===== config.mk =====
export PLATFORM = sky130hd
export DESIGN_NAME = irc_codec
export DESIGN_NICKNAME = d
export VERILOG_FILES = /design/src/hw/irc_pkg.sv /design/src/hw/irc_codec.sv /design/src/hw/irc_csum.sv /design/src/hw/irc_buf2.sv
export VERILOG_INCLUDE_DIRS = /design/src /design/src/hw
export SDC_FILE = /design/constraint.sdc
export NUM_CORES = 1
export LEC_CHECK = 0
export ABC_AREA = 1
export BUFFER_PORTS_ARGS = -buffer_cell sky130_fd_sc_hd__buf_2
export CAP_MARGIN = 10
export CELL_PAD_IN_SITES_DETAIL_PLACEMENT = 2
export CELL_PAD_IN_SITES_GLOBAL_PLACEMENT = 2
export CORE_MARGIN = 3
export CORE_UTILIZATION = 33
export CTS_CLUSTER_SIZE = 10
export DETAILED_ROUTE_END_ITERATION = 8
export MAX_ROUTING_LAYER = met4
export PLACE_DENSITY_LB_ADDON = 0.3
export SETUP_SLACK_MARGIN = 0.15
export SYNTH_ARGS = -nofsm -noshare
export SYNTH_HDL_FRONTEND = slang
export SYNTH_SLANG_ARGS = --single-unit

===== constraint.sdc =====
create_clock -name ref_clk -period 3.3 [get_ports ref_clk]
set_clock_uncertainty 0.2 [all_clocks]
set_input_delay 0 -clock ref_clk [delete_from_list [all_inputs] [get_ports ref_clk]]
set_output_delay 0 -clock ref_clk [all_outputs]
set_load 0.02 [all_outputs]

===== src/hw/irc_cfg.svh =====
// constants of the recognition-service frame codec
// included by the package and by the codec; guarded
`ifndef IRC_CFG_SVH
`define IRC_CFG_SVH

// fixed field values
`define IRC_HEADER_BYTE 8'h02
`define IRC_FRAME_TYPE 16'hFFFF
`define IRC_NO_SEQ 8'h00

// command code halves and operations
`define IRC_REQ_NIBBLE 4'h0
`define IRC_RSP_NIBBLE 4'h8
`define IRC_OP_IFDATA 4'h0
`define IRC_OP_NOTIFY 4'h1

// payload limits
`define IRC_MAX_LEN 16'h0010
`define IRC_MAX_BYTES 16

// transmit byte buffer depth
`define IRC_BUF_DEPTH 2

`endif


===== src/hw/irc_pkg.sv =====
// types shared by the recognition-service frame codec
// needs irc_cfg.svh on the include path
package irc_pkg;
`include "irc_cfg.svh"

    // receive parser states, gray along the usual path
    typedef enum logic [3:0] {
        RX_IDLE = 4'h0,
        RX_TYPE_HI = 4'h1,
        RX_TYPE_LO = 4'h3,
        RX_CMD = 4'h2,
        RX_SEQ = 4'h6,
        RX_LEN_HI = 4'h7,
        RX_LEN_LO = 4'h5,
        RX_DATA = 4'h4,
        RX_CSUM = 4'hC,
        RX_TAIL = 4'hD
    } irc_rx_state_t;

    // transmit framer states, gray along the usual path
    typedef enum logic [3:0] {
        TX_IDLE = 4'h0,
        TX_HDR = 4'h1,
        TX_TYPE_HI = 4'h3,
        TX_TYPE_LO = 4'h2,
        TX_CMD = 4'h6,
        TX_SEQ = 4'h7,
        TX_LEN_HI = 4'h5,
        TX_LEN_LO = 4'h4,
        TX_DATA = 4'hC,
        TX_CSUM = 4'hD
    } irc_tx_state_t;

    // payload bytes, element 0 is the first byte on the line
    typedef logic [`IRC_MAX_BYTES-1:0][7:0] irc_payload_t;

    // one received character with its parity verdict
    typedef struct packed {
        logic [7:0] data;
        logic parity_err;
    } irc_rx_char_t;

    // one frame as seen by the user side
    typedef struct packed {
        logic is_resp;
        logic [3:0] op;
        logic [7:0] seq;
        logic [15:0] len;
        irc_payload_t payload;
    } irc_frame_t;

    // reasons a received frame was dropped
    typedef struct packed {
        logic parity;
        logic bad_type;
        logic bad_cmd;
        logic bad_len;
        logic bad_sum;
        logic truncated;
        logic overrun;
    } irc_err_t;
endpackage


===== src/hw/irc_codec.sv =====
// recognition-service frame codec: receive parser and transmit framer
// assumes a character receiver on ref_clk that flags parity per byte,
// and line timing logic that pulses rx_frame_end at frame end or timeout
`timescale 1ns/1ns
`include "irc_cfg.svh"

module irc_codec #(
    parameter logic SEQ_EN = 1'b1
) (
    input wire logic ref_clk,
    input wire logic resetn,
    input wire logic rx_char_valid,
    input wire irc_pkg::irc_rx_char_t rx_char,
    input wire logic rx_frame_end,
    output logic rx_frame_valid,
    output irc_pkg::irc_frame_t rx_frame,
    output logic rx_err_valid,
    output irc_pkg::irc_err_t rx_err,
    input wire logic tx_req_valid,
    output logic tx_req_ready,
    input wire irc_pkg::irc_frame_t tx_req,
    output logic tx_refused,
    output logic tx_byte_valid,
    input wire logic tx_byte_ready,
    output logic [7:0] tx_byte,
    output logic tx_busy
);
    import irc_pkg::*;

    // command byte legal in either half, operation 0 or 1 only
    function automatic logic cmd_ok(input logic [7:0] code);
        logic half_ok;
        half_ok = code[7:4] == `IRC_REQ_NIBBLE
            || code[7:4] == `IRC_RSP_NIBBLE;
        return half_ok && code[3:0] <= `IRC_OP_NOTIFY;
    endfunction

    // payload length within the service limit
    function automatic logic len_ok(input logic [15:0] len);
        return len <= `IRC_MAX_LEN;
    endfunction

    // build the single command byte from its halves
    function automatic logic [7:0] make_cmd(input logic is_resp,
                                            input logic [3:0] op);
        return {is_resp ? `IRC_RSP_NIBBLE : `IRC_REQ_NIBBLE, op};
    endfunction

    // ---------------- receive side ----------------
    irc_rx_state_t rx_state;
    irc_rx_state_t next_rx_state;
    irc_frame_t rx_work;
    irc_err_t rx_acc;
    irc_err_t rx_final;
    logic [7:0] rx_type_hi;
    logic [4:0] rx_idx;
    logic [7:0] rx_sum;
    logic [7:0] last_req_seq;

    // receive decode
    wire logic [7:0] rx_data = rx_char.data;
    wire logic rx_in_frame = rx_state != RX_IDLE;
    wire logic rx_hdr_hit = rx_char_valid && !rx_in_frame
        && rx_data == `IRC_HEADER_BYTE;
    wire logic rx_take = rx_char_valid && rx_in_frame && !rx_frame_end;
    wire logic rx_summed = rx_take && rx_state != RX_TAIL;
    wire logic [15:0] rx_len_now = {rx_work.len[15:8], rx_data};
    wire logic rx_len_bad = !len_ok(rx_len_now);
    wire logic rx_last_data = rx_idx == rx_work.len[4:0] - 5'h01;
    wire logic rx_complete = rx_state == RX_TAIL && !rx_acc.bad_len;
    wire logic rx_close = rx_frame_end && rx_in_frame;

    // verdict at frame end; a zero sum including the checksum is good
    assign rx_final.parity = rx_acc.parity;
    assign rx_final.bad_type = rx_acc.bad_type;
    assign rx_final.bad_cmd = rx_acc.bad_cmd;
    assign rx_final.bad_len = rx_acc.bad_len;
    assign rx_final.bad_sum = rx_complete && rx_sum != 8'h00;
    assign rx_final.truncated = rx_state != RX_TAIL;
    assign rx_final.overrun = rx_acc.overrun;
    wire logic rx_good = rx_final == '0;

    // sum of every byte after the header up to the checksum, checksum included
    irc_csum u_rx_sum (
        .ref_clk(ref_clk),
        .resetn(resetn),
        .clear(rx_hdr_hit),
        .add(rx_summed),
        .data(rx_data),
        .sum(rx_sum),
        .check()
    );

    // parser walks the fields in line order
    always_comb begin
        next_rx_state = rx_state;
        if (rx_close) begin
            next_rx_state = RX_IDLE;
        end else if (rx_hdr_hit) begin
            next_rx_state = RX_TYPE_HI;
        end else if (rx_take) begin
            case (rx_state)
                RX_TYPE_HI: next_rx_state = RX_TYPE_LO;
                RX_TYPE_LO: next_rx_state = RX_CMD;
                RX_CMD: next_rx_state = RX_SEQ;
                RX_SEQ: next_rx_state = RX_LEN_HI;
                RX_LEN_HI: next_rx_state = RX_LEN_LO;
                RX_LEN_LO: begin
                    if (rx_len_bad) begin
                        next_rx_state = RX_TAIL;
                    end else if (rx_len_now == 16'h0000) begin
                        next_rx_state = RX_CSUM;
                    end else begin
                        next_rx_state = RX_DATA;
                    end
                end
                RX_DATA: begin
                    if (rx_last_data) begin
                        next_rx_state = RX_CSUM;
                    end
                end
                RX_CSUM: next_rx_state = RX_TAIL;
                default: next_rx_state = rx_state;
            endcase
        end
    end

    always_ff @(posedge ref_clk) begin
        if (!resetn) begin
            rx_state <= RX_IDLE;
        end else begin
            rx_state <= next_rx_state;
        end
    end

    // field capture and error gathering while a frame is open
    always_ff @(posedge ref_clk) begin
        if (!resetn || rx_hdr_hit) begin
            rx_work <= '0;
            rx_acc <= '0;
            rx_type_hi <= 8'h00;
            rx_idx <= 5'h00;
        end else if (rx_take) begin
            rx_acc.parity <= rx_acc.parity | rx_char.parity_err;
            case (rx_state)
                RX_TYPE_HI: rx_type_hi <= rx_data;
                RX_TYPE_LO: begin
                    rx_acc.bad_type <= {rx_type_hi, rx_data}
                        != `IRC_FRAME_TYPE;
                end
                RX_CMD: begin
                    rx_work.is_resp <= rx_data[7:4] == `IRC_RSP_NIBBLE;
                    rx_work.op <= rx_data[3:0];
                    rx_acc.bad_cmd <= !cmd_ok(rx_data);
                end
                RX_SEQ: rx_work.seq <= rx_data;
                RX_LEN_HI: rx_work.len[15:8] <= rx_data;
                RX_LEN_LO: begin
                    rx_work.len[7:0] <= rx_data;
                    rx_acc.bad_len <= rx_len_bad;
                end
                RX_DATA: begin
                    rx_work.payload[rx_idx[3:0]] <= rx_data;
                    rx_idx <= rx_idx + 5'h01;
                end
                RX_TAIL: begin
                    // a byte past the checksum means the length lied
                    rx_acc.overrun <= rx_acc.overrun | !rx_acc.bad_len;
                end
                default: rx_idx <= rx_idx;
            endcase
        end
    end

    // hand good frames up, drop the rest with a reason
    always_ff @(posedge ref_clk) begin
        if (!resetn) begin
            rx_frame_valid <= 1'b0;
            rx_err_valid <= 1'b0;
            rx_frame <= '0;
            rx_err <= '0;
            last_req_seq <= `IRC_NO_SEQ;
        end else begin
            rx_frame_valid <= rx_close && rx_good;
            rx_err_valid <= rx_close && !rx_good;
            if (rx_close) begin
                rx_err <= rx_final;
            end
            if (rx_close && rx_good) begin
                rx_frame <= rx_work;
                if (!rx_work.is_resp) begin
                    last_req_seq <= rx_work.seq;
                end
            end
        end
    end

    // ---------------- transmit side ----------------
    irc_tx_state_t tx_state;
    irc_tx_state_t next_tx_state;
    irc_frame_t tx_work;
    logic [4:0] tx_idx;
    logic [7:0] tx_out;
    logic [7:0] tx_check;
    logic buf_in_ready;

    // request screening; reserved commands and long payloads refused
    wire logic tx_accept = tx_req_valid && tx_req_ready;
    wire logic tx_req_ok = cmd_ok(make_cmd(tx_req.is_resp, tx_req.op))
        && len_ok(tx_req.len);
    wire logic tx_start = tx_accept && tx_req_ok;
    wire logic [7:0] tx_seq_pick = !SEQ_EN ? `IRC_NO_SEQ
        : tx_req.is_resp ? last_req_seq
        : tx_req.seq;
    wire logic buf_in_valid = tx_state != TX_IDLE;
    wire logic tx_step = buf_in_valid && buf_in_ready;
    wire logic tx_summed = tx_step && tx_state != TX_HDR
        && tx_state != TX_CSUM;
    wire logic tx_last_data = tx_idx == tx_work.len[4:0] - 5'h01;
    assign tx_req_ready = tx_state == TX_IDLE;
    assign tx_busy = !tx_req_ready || tx_byte_valid;

    // byte on the line for each field
    always_comb begin
        case (tx_state)
            TX_HDR: tx_out = `IRC_HEADER_BYTE;
            TX_TYPE_HI: tx_out = 8'(`IRC_FRAME_TYPE >> 8);
            TX_TYPE_LO: tx_out = 8'(`IRC_FRAME_TYPE);
            TX_CMD: tx_out = make_cmd(tx_work.is_resp, tx_work.op);
            TX_SEQ: tx_out = tx_work.seq;
            TX_LEN_HI: tx_out = tx_work.len[15:8];
            TX_LEN_LO: tx_out = tx_work.len[7:0];
            TX_DATA: tx_out = tx_work.payload[tx_idx[3:0]];
            TX_CSUM: tx_out = tx_check;
            default: tx_out = 8'h00;
        endcase
    end

    // running sum of the bytes the framer has pushed after the header
    irc_csum u_tx_sum (
        .ref_clk(ref_clk),
        .resetn(resetn),
        .clear(tx_start),
        .add(tx_summed),
        .data(tx_out),
        .sum(),
        .check(tx_check)
    );

    // framer advances only when the buffer takes the byte
    always_comb begin
        next_tx_state = tx_state;
        case (tx_state)
            TX_IDLE: begin
                if (tx_start) begin
                    next_tx_state = TX_HDR;
                end
            end
            TX_HDR: if (tx_step) next_tx_state = TX_TYPE_HI;
            TX_TYPE_HI: if (tx_step) next_tx_state = TX_TYPE_LO;
            TX_TYPE_LO: if (tx_step) next_tx_state = TX_CMD;
            TX_CMD: if (tx_step) next_tx_state = TX_SEQ;
            TX_SEQ: if (tx_step) next_tx_state = TX_LEN_HI;
            TX_LEN_HI: if (tx_step) next_tx_state = TX_LEN_LO;
            TX_LEN_LO: begin
                if (tx_step) begin
                    next_tx_state = (tx_work.len == 16'h0000)
                        ? TX_CSUM : TX_DATA;
                end
            end
            TX_DATA: begin
                if (tx_step && tx_last_data) begin
                    next_tx_state = TX_CSUM;
                end
            end
            TX_CSUM: if (tx_step) next_tx_state = TX_IDLE;
            default: next_tx_state = TX_IDLE;
        endcase
    end

    // request latch, payload index and refusal pulse
    always_ff @(posedge ref_clk) begin
        if (!resetn) begin
            tx_state <= TX_IDLE;
            tx_work <= '0;
            tx_idx <= 5'h00;
            tx_refused <= 1'b0;
        end else begin
            tx_state <= next_tx_state;
            tx_refused <= tx_accept && !tx_req_ok;
            if (tx_start) begin
                tx_work <= tx_req;
                tx_work.seq <= tx_seq_pick;
                tx_idx <= 5'h00;
            end else if (tx_step && tx_state == TX_DATA) begin
                tx_idx <= tx_idx + 5'h01;
            end
        end
    end

    // two entries ride out a receiver stall without losing a byte
    irc_buf2 #(
        .WIDTH(8),
        .DEPTH(`IRC_BUF_DEPTH)
    ) u_tx_buf (
        .ref_clk(ref_clk),
        .resetn(resetn),
        .in_valid(buf_in_valid),
        .in_ready(buf_in_ready),
        .in_data(tx_out),
        .out_valid(tx_byte_valid),
        .out_ready(tx_byte_ready),
        .out_data(tx_byte)
    );
endmodule


===== src/hw/irc_csum.sv =====
// running modulo-256 byte sum with its two's complement
// assumes clear and add come from logic on ref_clk
`timescale 1ns/1ns

module irc_csum (
    input wire logic ref_clk,
    input wire logic resetn,
    input wire logic clear,
    input wire logic add,
    input wire logic [7:0] data,
    output logic [7:0] sum,
    output logic [7:0] check
);
    import irc_pkg::*;

    // clear wins so a frame start never inherits an old byte
    always_ff @(posedge ref_clk) begin
        if (!resetn || clear) begin
            sum <= 8'h00;
        end else if (add) begin
            sum <= sum + data;
        end
    end

    // value that brings the sum back to zero
    assign check = 8'(~sum + 8'h01);
endmodule


===== src/hw/irc_buf2.sv =====
// small flop fifo with valid and ready on both sides
// assumes both sides on ref_clk; depth of at least two
`timescale 1ns/1ns

module irc_buf2 #(
    parameter int WIDTH = 8,
    parameter int DEPTH = 2
) (
    input wire logic ref_clk,
    input wire logic resetn,
    input wire logic in_valid,
    output logic in_ready,
    input wire logic [WIDTH-1:0] in_data,
    output logic out_valid,
    input wire logic out_ready,
    output logic [WIDTH-1:0] out_data
);
    import irc_pkg::*;

    localparam int AW = (DEPTH > 1) ? $clog2(DEPTH) : 1;
    localparam int CW = $clog2(DEPTH + 1);

    logic [WIDTH-1:0] mem [DEPTH];
    logic [AW-1:0] wr_idx;
    logic [AW-1:0] rd_idx;
    logic [CW-1:0] count;

    // wrap an index at the depth, which need not be a power of two
    function automatic logic [AW-1:0] bump(input logic [AW-1:0] i);
        return (i == AW'(DEPTH - 1)) ? '0 : AW'(i + 1'b1);
    endfunction

    // honest full and empty straight from the count
    assign in_ready = count != CW'(DEPTH);
    assign out_valid = count != '0;
    assign out_data = mem[rd_idx];
    wire logic push = in_valid && in_ready;
    wire logic pop = out_valid && out_ready;

    // pointers and occupancy
    always_ff @(posedge ref_clk) begin
        if (!resetn) begin
            wr_idx <= '0;
            rd_idx <= '0;
            count <= '0;
        end else begin
            if (push) begin
                wr_idx <= bump(wr_idx);
            end
            if (pop) begin
                rd_idx <= bump(rd_idx);
            end
            count <= count + CW'(push) - CW'(pop);
        end
    end

    // storage, cleared so the data output is defined from reset
    always_ff @(posedge ref_clk) begin
        if (!resetn) begin
            for (int i = 0; i < DEPTH; i++) begin
                mem[i] <= '0;
            end
        end else if (push) begin
            mem[wr_idx] <= in_data;
        end
    end
endmodule


Word-level counts from Yosys, hierarchy flattened
Memory sizes are Yosys's and may differ from the RTL's. A register that Yosys moved wholly into a read port is not among the register bits.
Index checks and enable logic that the tools add are counted.
{ "totals": {"register_bits": 540, "ram_bits": 16, "inputBits": 172, "output_inout_bits": 178, "elab_cells": 257, "n_memories": 1} }
{ "op_classes": {"add_sub_neg": 11, "order_cmp": 7, "eq_ne": 40, "muxes": 38, "bitwise": 5, "reduce_logical": 67} }
{ "memory_table": {"columns": ["name", "words", "width", "read_ports", "rd_ports_with_merged_regs", "write_ports", "line", "text"], "rows": [
  ["u_tx_buf.mem", 2, 8, 1, 1, 2, "irc_buf2.sv:23", "logic [WIDTH-1:0] mem [DEPTH];"]
]} }
{ "ops": {"columns": ["op", "count"], "rows": [
  ["$bwmux W128", 1],
  ["$pmux W8 S8", 1],
  ["$mux W4", 15],
  ["$pmux W4 S10", 1],
  ["$bmux W8 S4", 1],
  ["$demux W8 S4", 1],
  ["$eq A4 B3 Y1 const B", 8],
  ["$le A16 B5 Y1 const B", 2],
  ["$logic_not A16 Y1", 2],
  ["$mux W8", 4],
  ["$pmux W4 S8", 1],
  ["$eq A4 B4 Y1 const B", 6],
  ["$logic_and A1 B1 Y1", 23],
  ["$ne A2 B2 Y1 const B", 11],
  ["$reduce_and A2 Y1", 9],
  ["$add A8 B8 Y8", 2],
  ["$eq A4 B2 Y1 const B", 4],
  ["$ne A16 B16 Y1 const B", 1],
  ["$reduce_bool A8 Y1", 2],
  ["$mux W1", 13],
  ["$logic_not A4 Y1", 3],
  ["$add A5 B1 Y5 const B", 2],
  ["$eq A5 B5 Y1", 2],
  ["$lt A4 B5 Y1 const B", 2],
  ["27 further kinds", 51]
]} }

Logic depth before layout (Yosys ltp)
Gate-level depths: netlist of run 1.
{ "depth": {"ltp_word": 8, "mapped_depth": 21, "ltp_nobuf": 19} }

Hierarchy
A second synthesis of run 1 with hierarchy kept.
{ "hier_totals": {"cells_unflattened": 2938, "hier_area_um2": 23591.4} }
{ "by_module_without_submodules": {"columns": ["module", "instances", "cells_each", "area_each_um2", "seq_area_each_um2"], "rows": [
  ["irc_codec", 1, 2623, 21020.2, 10410.0],
  ["irc_buf2", 1, 89, 967.2, 580.6],
  ["irc_csum at u_tx_sum", 1, 112, 805.8, 160.2],
  ["irc_csum at u_rx_sum", 1, 114, 798.3, 160.2]
]} }

Least setup slack after synthesis of run 1
OpenSTA, ideal clock, no wires.
{ "synth_timing": {"kind": "register to register", "startpoint": "register tx_idx[0]", "endpoint": "register u_tx_sum.sum[6]", "setup_time_ns": 0.136, "t_arrival_ns": 2.633, "required_time_ns": 2.964, "path_slack_ns": 0.331, "path_stages_with_launch": 21, "n_path_buf": 2, "synth_period_minus_slack_ns": 2.969, "path_cell_list": "dfxtp_1 > inv_1 > clkbuf_1 > clkbuf_1 > o21ai_0 > o221ai_1 > nand3_1 > nand3_1 > nand2_1 > nand2_1 > ha_1 > inv_1 > fa_1 > nor2_1 > o21ai_0 > nand2_1 > nand2_1 > nand2_1 > a21oi_1 > xor2_1 > a21oi_1"} }
{ "synth_between": {"elab_chain_len": 4} }
{ "synth_rtl": {"columns": ["item", "line", "text"], "rows": [
  ["from (decl)", "irc_codec.sv:202", "logic [4:0] tx_idx;"],
  ["from (signal assigned)", "irc_codec.sv:296", "tx_idx <= tx_idx + 5'h01;"],
  ["$bmux W8 S4", "irc_codec.sv:233", "TX_DATA: tx_out = tx_work.payload[tx_idx[3:0]];"],
  ["$mux W8 (not written as such)", "irc_codec.sv:233", null],
  ["$pmux W8 S8", "irc_codec.sv:225", "case (tx_state)"],
  ["net tx_out[0]", "irc_codec.sv:203", "logic [7:0] tx_out;"],
  ["$add A8 B8 Y8", "irc_csum.sv:21", "sum <= sum + data;"],
  ["to (signal assigned)", "irc_csum.sv:21", null],
  ["to (decl)", "irc_csum.sv:11", "output logic [7:0] sum,"]
]} }
The timed path passes the listed nets, and every way through them passes these cells. The select of a mux whose other input is x is not followed.
A chain may end at the register's enable or synchronous reset.

Final worst setup path of run 1
{ "layout_timing": {"startpoint": "register tx_idx[0]", "endpoint": "register u_tx_sum.sum[7]"} }
The elaborated chain is that of the path after synthesis.

==> results of run 1 <==
## kinds of logic after synthesis
kind of cell	after synthesis	synth area share, %
AOI/OAI and AO/OA	990	23.4
xor gates and xnor gates	22	0.869
adders and majority gates	26	1.54
buffers and inverters	465	8.62
DFF	557	51.0
muxes	8	0.406
and+or+nand+nor	781	14.2
## final timing paths
kind                          end  cells past startpoint  slack (ns)          from
setup reg to reg  u_tx_sum.sum[7]                     18       0.003     tx_idx[0]
setup / recovery  u_tx_sum.sum[7]                     18       0.003     tx_idx[0]
hold reg to reg     rx_frame[122]                      2        0.24  rx_work[122]
hold / removal       tx_work[154]                      7      -0.006   tx_req[140]
## registers in the layout (all words and copies together) (netlist names), named ones only
register,cells
u_tx_sum.sum,8
rx_len_now,8
rx_state,4
u_tx_buf.wr_idx,1
u_rx_sum.sum,8
rx_acc,5
rx_type_hi,8
last_req_seq,8
tx_idx,5
tx_work,157
rx_err,7
tx_refused,1
rx_idx,5
u_tx_buf.mem,16
rx_work,149
rx_frame_valid,1
rx_frame,157
u_tx_buf.count,2
tx_state,4
u_tx_buf.rd_idx,1
rx_err_valid,1
## per-stage QoR
step | power (mW) | utilization, % | worst slack (ns) | hold WS (ns)
floorplan | 7.86 | - | 0.331 | -0.0529
global placement | 8.42 | 37.4 | -0.0504 | 0.0574
detailed placement | 8.48 | 37.4 | -0.243 | 0.0686
CTS | 15.6 | 44.1 | 0.154 | 0.00360
global route | 16.4 | 45.0 | -0.0506 | 0.0202
finish | 15.8 | 45.0 | 0.00328 | -0.00591
## cells in the final DEF (no fill, tap or decap), types with 11 or more instances in the layout
master,count
dfxtp_1,536
o21ai_0,508
nor2_1,467
a21oi_1,350
buf_2,348
inv_1,252
dlygate4sd3_1,227
nand2_1,179
clkbuf_16,71
buf_4,69
nand3_1,42
o21ai_1,33
a211oi_1,30
nor3_1,24
diode_2,19
nand2_2,17
ha_1,17
edfxtp_1,16
o22ai_1,15
inv_2,14
xor2_1,14
nand4_1,13
buf_12,11
## per-layer routing
metal / part of all wire [%] / vias up
li1: - / 10555
met2: 51 / 889
met4: 6.5 / 0
met5: 0 / -
met3: 5.6 / 437
met1: 37 / 11896
## critical path, delay by kind of cell (launching register included)
kind	cells	cell delay, ns
AOI/OAI and AO/OA	3	0.43
buffers and inverters	4	0.52
DFF	1	0.37
and+or+nand+nor	10	1.37
adders and majority gates	1	0.32
## report_power, final
| part | switching [mW] | internal [mW] | total [mW] |
|---|---|---|---|
| Sequential | 0.0898 | 6.85 | 6.94 |
| Combinational | 1.14 | 0.716 | 1.86 |
| Clock | 3.14 | 3.84 | 6.99 |
| Total | 4.37 | 11.4 | 15.8 |
## what timing repair did
| item | CTS | global route |
|---|---|---|
| buffers inserted | 4 | 18 |
| pin swaps | 8 | 29 |
| setup endpoints to repair | 4 | 15 |
| endpoints found under the hold margin | 471 | 0 |
| hold buffers | 227 | 0 |
| gates resized for setup | 29 | 97 |
| cloned | 3 | 6 |
## cell type report
| cell class | count | share of cell area (%) |
|---|---|---|
| Multi-Input combinational cell | 1827 | 31.2 |
| Timing Repair Buffer | 668 | 16.9 |
| Inverter | 276 | 3.55 |
| Antenna cell | 19 | 0.160 |
| Clock inverter | 8 | 0.395 |
| Clock buffer | 83 | 6.04 |
| Sequential cell | 557 | 38.0 |
| Tap cell | 864 | 3.63 |
| Timing Repair inverter | 2 | 0.0673 |
==> reports/qor.txt, run 1 <==
Post-synthesis cell count: 2849
Hold Slack: -0.00591 ns
FFs w/ async S/R, synth: 0%
CP most frequent cell: nor2_1
Power Dens Cells: 530 nW/um2
DR WL/cell: 26.1 um
Worst vdd ir: 334 uV
Gr usage total: 29.5%
Drt total wl: 112000 um
Residual DRC count: 0
Placement Rows: 94
Nets: 3597
Largest net degree at the start of global routing: 171
Status: finished with violations
Slew @ Worst Pin: 0.807 ns
CTS Buffer Depth: 3
CP cell instances: buf_4 -> clkinv_8 -> buf_6 -> nor2_1 -> o221ai_2 -> nand3_1 -> nand3_1 -> nand2_1 -> nand2_1 -> ha_1 -> nand3_1 -> nand2_2 -> a31oi_4 -> buf_4 -> a21oi_1 -> nor2_1 -> nor2_1 -> nor2_1
Leak: 12.2 nW
First-pass GRT wire length: 157000 um
Register area share after synthesis: 51.0%
Seq. cell area: 11300 um2
Clk sinks: 557
Cell count after placement: 3936
Initial Utilization: 33.5%
CP max FO: 11
Placed Area: 24700 um2
Worst hold path class: in -> reg
Input/output buffers: 349
Top FF cell, synth: dfxtp_1
H-tree Lvls: 3
Post-synth EDFFs: 16
Vias per cell: 5.52
CTS Buf Count: 67
Synth area leaders: dfxtp_1 (49%), o21ai_0 (12%), nor2_1 (8.0%)
Yosys reg bits: 557
Grt ovf: 0
Synth Net Count: 3047
M1 GR Usage: 30.8%
CP Data Arrival Time: 3.63 ns
CTS tree: done
Max-Cap Viols: 0
Critical Path RT: 3.63 ns
Post-synth top cells: dfxtp_1 (541), o21ai_0 (536), nor2_1 (475)
Vias: 23777
Area Overhead vs Synth: 34.2%
Most common cell in the netlist: dfxtp_1
Max-slew headroom: 46.0%
Met2 global-route usage: 53.4%
Top cell type's share of synthesized area: 48.9%
F_max: 303 MHz
Mapped cell area: 22200 um2
Yosys warnings: 0
Crit Path Category: reg -> reg
Initial antenna violation count: 14
GR Util met3: 5.56%
Fin crit share: 99.9%
GRT Max-Usage Layer: met2
GP Congestion: 0.883
Fillers: 7294
Yosys cell types: 49
Number of global-route vias before repair: 25639
Post-synth top area cell: dfxtp_1
Mapped Avg Cell Area: 7.78 um2
CP endpoint kind: flip-flop
Fraction of final layout cells with drive strength greater than 1: 18.5%
Die width: 265 um
CTS root buf: clkbuf_16
Area of the multi-input gates: 9290 um2
Unrepaired setup endpoints after global routing: yes
Final Cell Area: 29800 um2
Crit path launch type: flip-flop
Max-slew violation count: 0
Post-route setup TNS: 0 ns
HPWL Detailed: 61500 um
Violated checks: negative hold slack
Tmin final: 3.30 ns
DIE HEIGHT: 265 um
Master of the slowest instance on the critical path: nor2_1
Die footprint: 70300 um2
Antenna viol nets, final: 0
Clock slew at reported path FFs: 0.07 ns
Final hold vios: 2
Max incr delay on CP: 0.38 ns
TritonRoute pass-1 iters: 5
Initial DRC Count: 1402
Clock insertion delay at the later pin of the skew report: 0.63 ns
Final Non-Filler Cells: 4304
Io pins: 350
Final setup vio count: 0
Core Area: 66100 um2
Power figures use the tool's default switching activity.
==> run 2: changes to the inputs <==
--- a/config.mk
+++ b/config.mk
@@ -16,7 +16,7 @@
 export CTS_CLUSTER_SIZE = 10
 export DETAILED_ROUTE_END_ITERATION = 8
 export MAX_ROUTING_LAYER = met4
-export PLACE_DENSITY_LB_ADDON = 0.3
+export PLACE_DENSITY_LB_ADDON = 0.1
 export SETUP_SLACK_MARGIN = 0.15
 export SYNTH_ARGS = -nofsm -noshare
 export SYNTH_HDL_FRONTEND = slang
==> run 2 against run 1 <==
  * The run ends with negative setup slack left
  * Register-to-register slack worse by 0.16 ns
  * Sequential share of layout area decreased by 0.64 points
  * Flip-flop and latch count unchanged
  * Global-route usage up 0.59 points
  * Critical endpoint unchanged
  * Final cell count grew 1.5%
==> reports/qor.txt, run 2 (synthesized netlist as in run 1, its figures left out) <==
CTS root buf: clkbuf_16
Leak: 12.4 nW (+2.0%)
Hold wc startpoint: tx_req[139]
RR Startpoint: tx_idx[0]
Residual DRC count: 0 (unchanged)
Grt ovf: 0 (unchanged)
Area Overhead vs Synth: 36.6%
Input/output buffers: 349 (unchanged)
Nets: 3660 (+1.8%)
First-pass GRT wire length: 158000 um (+0.86%)
Vias: 23760 (-0.071%)
Worst vdd ir: 326 uV (-2.4%)
CP endpoint kind: flip-flop
Final Cell Area: 30300 um2 (+1.8%)
Clock slew at reported path FFs: 0.06 ns (about the same)
Slew @ Worst Pin: 0.888 ns (+0.0807 ns)
Antenna viol nets, final: 0 (unchanged)
Fillers: 7328 (+0.47%)
Clk sinks: 557 (unchanged)
Max-slew headroom: 40.8% (-5.2 points)
Clock power share: 44.7% (+0.4 points)
Area of the multi-input gates: 9210 um2 (-0.88%)
TritonRoute pass-1 iters: 5 (unchanged)
Final setup vio count: 1 (+1)
Core Area: 66100 um2 (unchanged)
DIE HEIGHT: 265 um (unchanged)
Hold EP: tx_state[3]
Critical Path RT: 3.60 ns (-0.03 ns)
Final Core Density: 45.8% (+0.80 points)
Final worst slack: -0.157 ns (-0.161 ns)
Fraction of power consumed by sequential logic: 43.2% (-0.8 points)
Max-slew violation count: 0 (unchanged)
GP Congestion: 0.819 (-7.3%)
Max-Cap Viols: 0 (unchanged)
Number of global-route vias before repair: 25614 (-0.098%)
CTS Buf Count: 68 (+1.5%)
Fraction of final layout cells with drive strength greater than 1: 17.8% (-0.70 points)
Internal: 11.6 mW (+2.0%)
Commonest non-fill, non-tap cell in the layout: dfxtp_1
Placement Rows: 94 (unchanged)
CP Data Arrival Time: 3.75 ns (+0.12 ns)
Fin crit share: 105% (+4.9 points)
Status: finished with violations
Final hold vios: 0 (-2)
Drt total wl: 112000 um (-0.31%)
Unrepaired setup endpoints after global routing: yes
Placed Area: 24800 um2 (+0.39%)
Seq. cell area: 11300 um2 (about the same)
H-tree Lvls: 3 (unchanged)
Crit Path Category: reg -> reg
Gr usage total: 30.1% (+0.59 points)
Commonest non-fill, non-tap cells in the layout: dfxtp_1 (532), o21ai_0 (512), nor2_1 (468)
CP max FO: 32 (+21)
Worst hold path class: in -> reg
DR WL/cell: 25.6 um (-1.8%)
Clock insertion delay at the later pin of the skew report: 0.63 ns (about the same)
Power Dens Cells: 529 nW/um2 (-0.22%)
CTS tree: done
Register-to-Register Path Depth: 17 (-1)
CTS Buffer Depth: 3 (unchanged)
Io pins: 350 (unchanged)
Worst reg2reg setup slack: -0.16 ns (-0.16 ns)
WHS Path Cells: 6 (-1)
Initial Utilization: 33.5% (unchanged)
Net switching power: 4.40 mW (+0.49%)
Vias per cell: 5.44 (-1.6%)
Initial antenna violation count: 12 (-2)
Combinational power share: 12.0% (+0.2 points)
Regs by FF count: rx_frame (157), tx_work (157), rx_work (149)
Switching Fraction: 27.4% (-0.29 points)
Initial DRC Count: 1424 (+1.6%)
HPWL Detailed: 60700 um (-1.3%)
Largest net degree at the start of global routing: 157 (-8.2%)
RR Endpoint: u_tx_sum.sum[7]
F_max: 289 MHz (-4.6%)
Die footprint: 70300 um2 (unchanged)
Violated checks: negative setup slack
Die width: 265 um (unchanged)
Crit path launch type: flip-flop
Tmin final: 3.46 ns (+0.161 ns)
-- run 2: changes by cell type in the layout (fill, tap and decap cells not counted), moves of 4 or more --
cell / delta
o21ai_0: +4
dfxtp_1: -4
nand2_1: +9
nand2_2: -10
o21ai_1: -4
ha_4: -4
dlygate4sd3_1: +63
-- run 2: worst max-delay path by stage --
stage	slack, ns	end	cells past startpoint	from
6_report	-0.16	u_tx_sum.sum[7]	17	tx_idx[0]
5_1_grt	-0.25	u_tx_sum.sum[7]	17	tx_idx[0]
4_1_cts	0.14	u_tx_sum.sum[7]	18	u_tx_sum.sum[0]
3_5_place_dp	-0.03	u_tx_sum.sum[7]	17	u_tx_sum.sum[0]
3_3_place_gp	0.08	u_tx_sum.sum[7]	16	tx_state[3]
2_1_floorplan	0.33	u_tx_sum.sum[6]	20	tx_idx[0]
-- run 2: power groups by stage --
| stage | registers (mW) | clock network [mW] | logic [mW] |
|---|---|---|---|
| 2_1_floorplan | 7.04 | 0 | 0.828 |
| 3_3_place_gp | 7.05 | 0 | 1.40 |
| 3_5_place_dp | 7.07 | 0 | 1.46 |
| 4_1_cts | 6.92 | 7.16 | 1.76 |
| 5_1_grt | 6.94 | 7.57 | 2.09 |
| 6_report | 6.93 | 7.17 | 1.93 |
-- run 2: cell type report --
| cell class | instances | share of cell area (%) |
|---|---|---|
| sequential | 557 | 37.4 |
| multi-input combinational | 1827 | 30.4 |
| timing repair buffer | 731 | 18.4 |
| clock buffer | 88 | 6.24 |
| tap | 864 | 3.57 |
| inverter | 276 | 3.47 |
| clock inverter | 8 | 0.380 |
| antenna | 18 | 0.149 |
| timing repair inverter | 1 | 0.0289 |
-- run 2: repair_timing --
item / CTS / global route
setup endpoints to repair: 4 / 100
resized for setup: 23 / 82
pin swaps: 2 / 12
hold buffers: 290 / 0
buffers inserted: 1 / 12
endpoints found under the hold margin: 498 / 0
cloned: 2 / 2
-- run 2: worst max-delay path: stages, from the launching register on --
cell,delay (ns)
dfxtp_4,0.45
buf_12,0.15
buf_16,0.20
o21ai_0,0.22
o22ai_1,0.37
nand2_1,0.13
nand3_1,0.18
nand2_2,0.10
nand2_1,0.10
ha_2,0.32
a21oi_1,0.19
o21ai_1,0.12
a31oi_4,0.19
nand3_1,0.12
nand2_1,0.09
nor2_1,0.04
nor2_1,0.09
nor2_1,0.06
-- run 2: metal layers --
layer	share of wire [%]	vias to the layer above	global-route usage, %
met5	0	-	-
met4	6.9	0	16.3
met3	5.2	428	5.90
met2	51	792	55.0
met1	37	11862	30.2
li1	-	10678	-
-- run 2: per-stage QoR --
| stage | hold WS (ns) | setup WS, ns | power (mW) | TNS [ns] | instances |
|---|---|---|---|---|---|
| after floorplan | -0.0529 | 0.331 | 7.86 | 0 | 2849 |
| after global placement | 0.0622 | 0.0764 | 8.46 | 0 | 3949 |
| after detailed placement | 0.0727 | -0.0258 | 8.53 | -0.0258 | 3949 |
| after CTS | 0.0563 | 0.140 | 15.8 | 0 | 4338 |
| after global routing | 0.109 | -0.254 | 16.6 | -0.513 | 4369 |
| final | 0.0684 | -0.157 | 16.0 | -0.157 | 4370 |
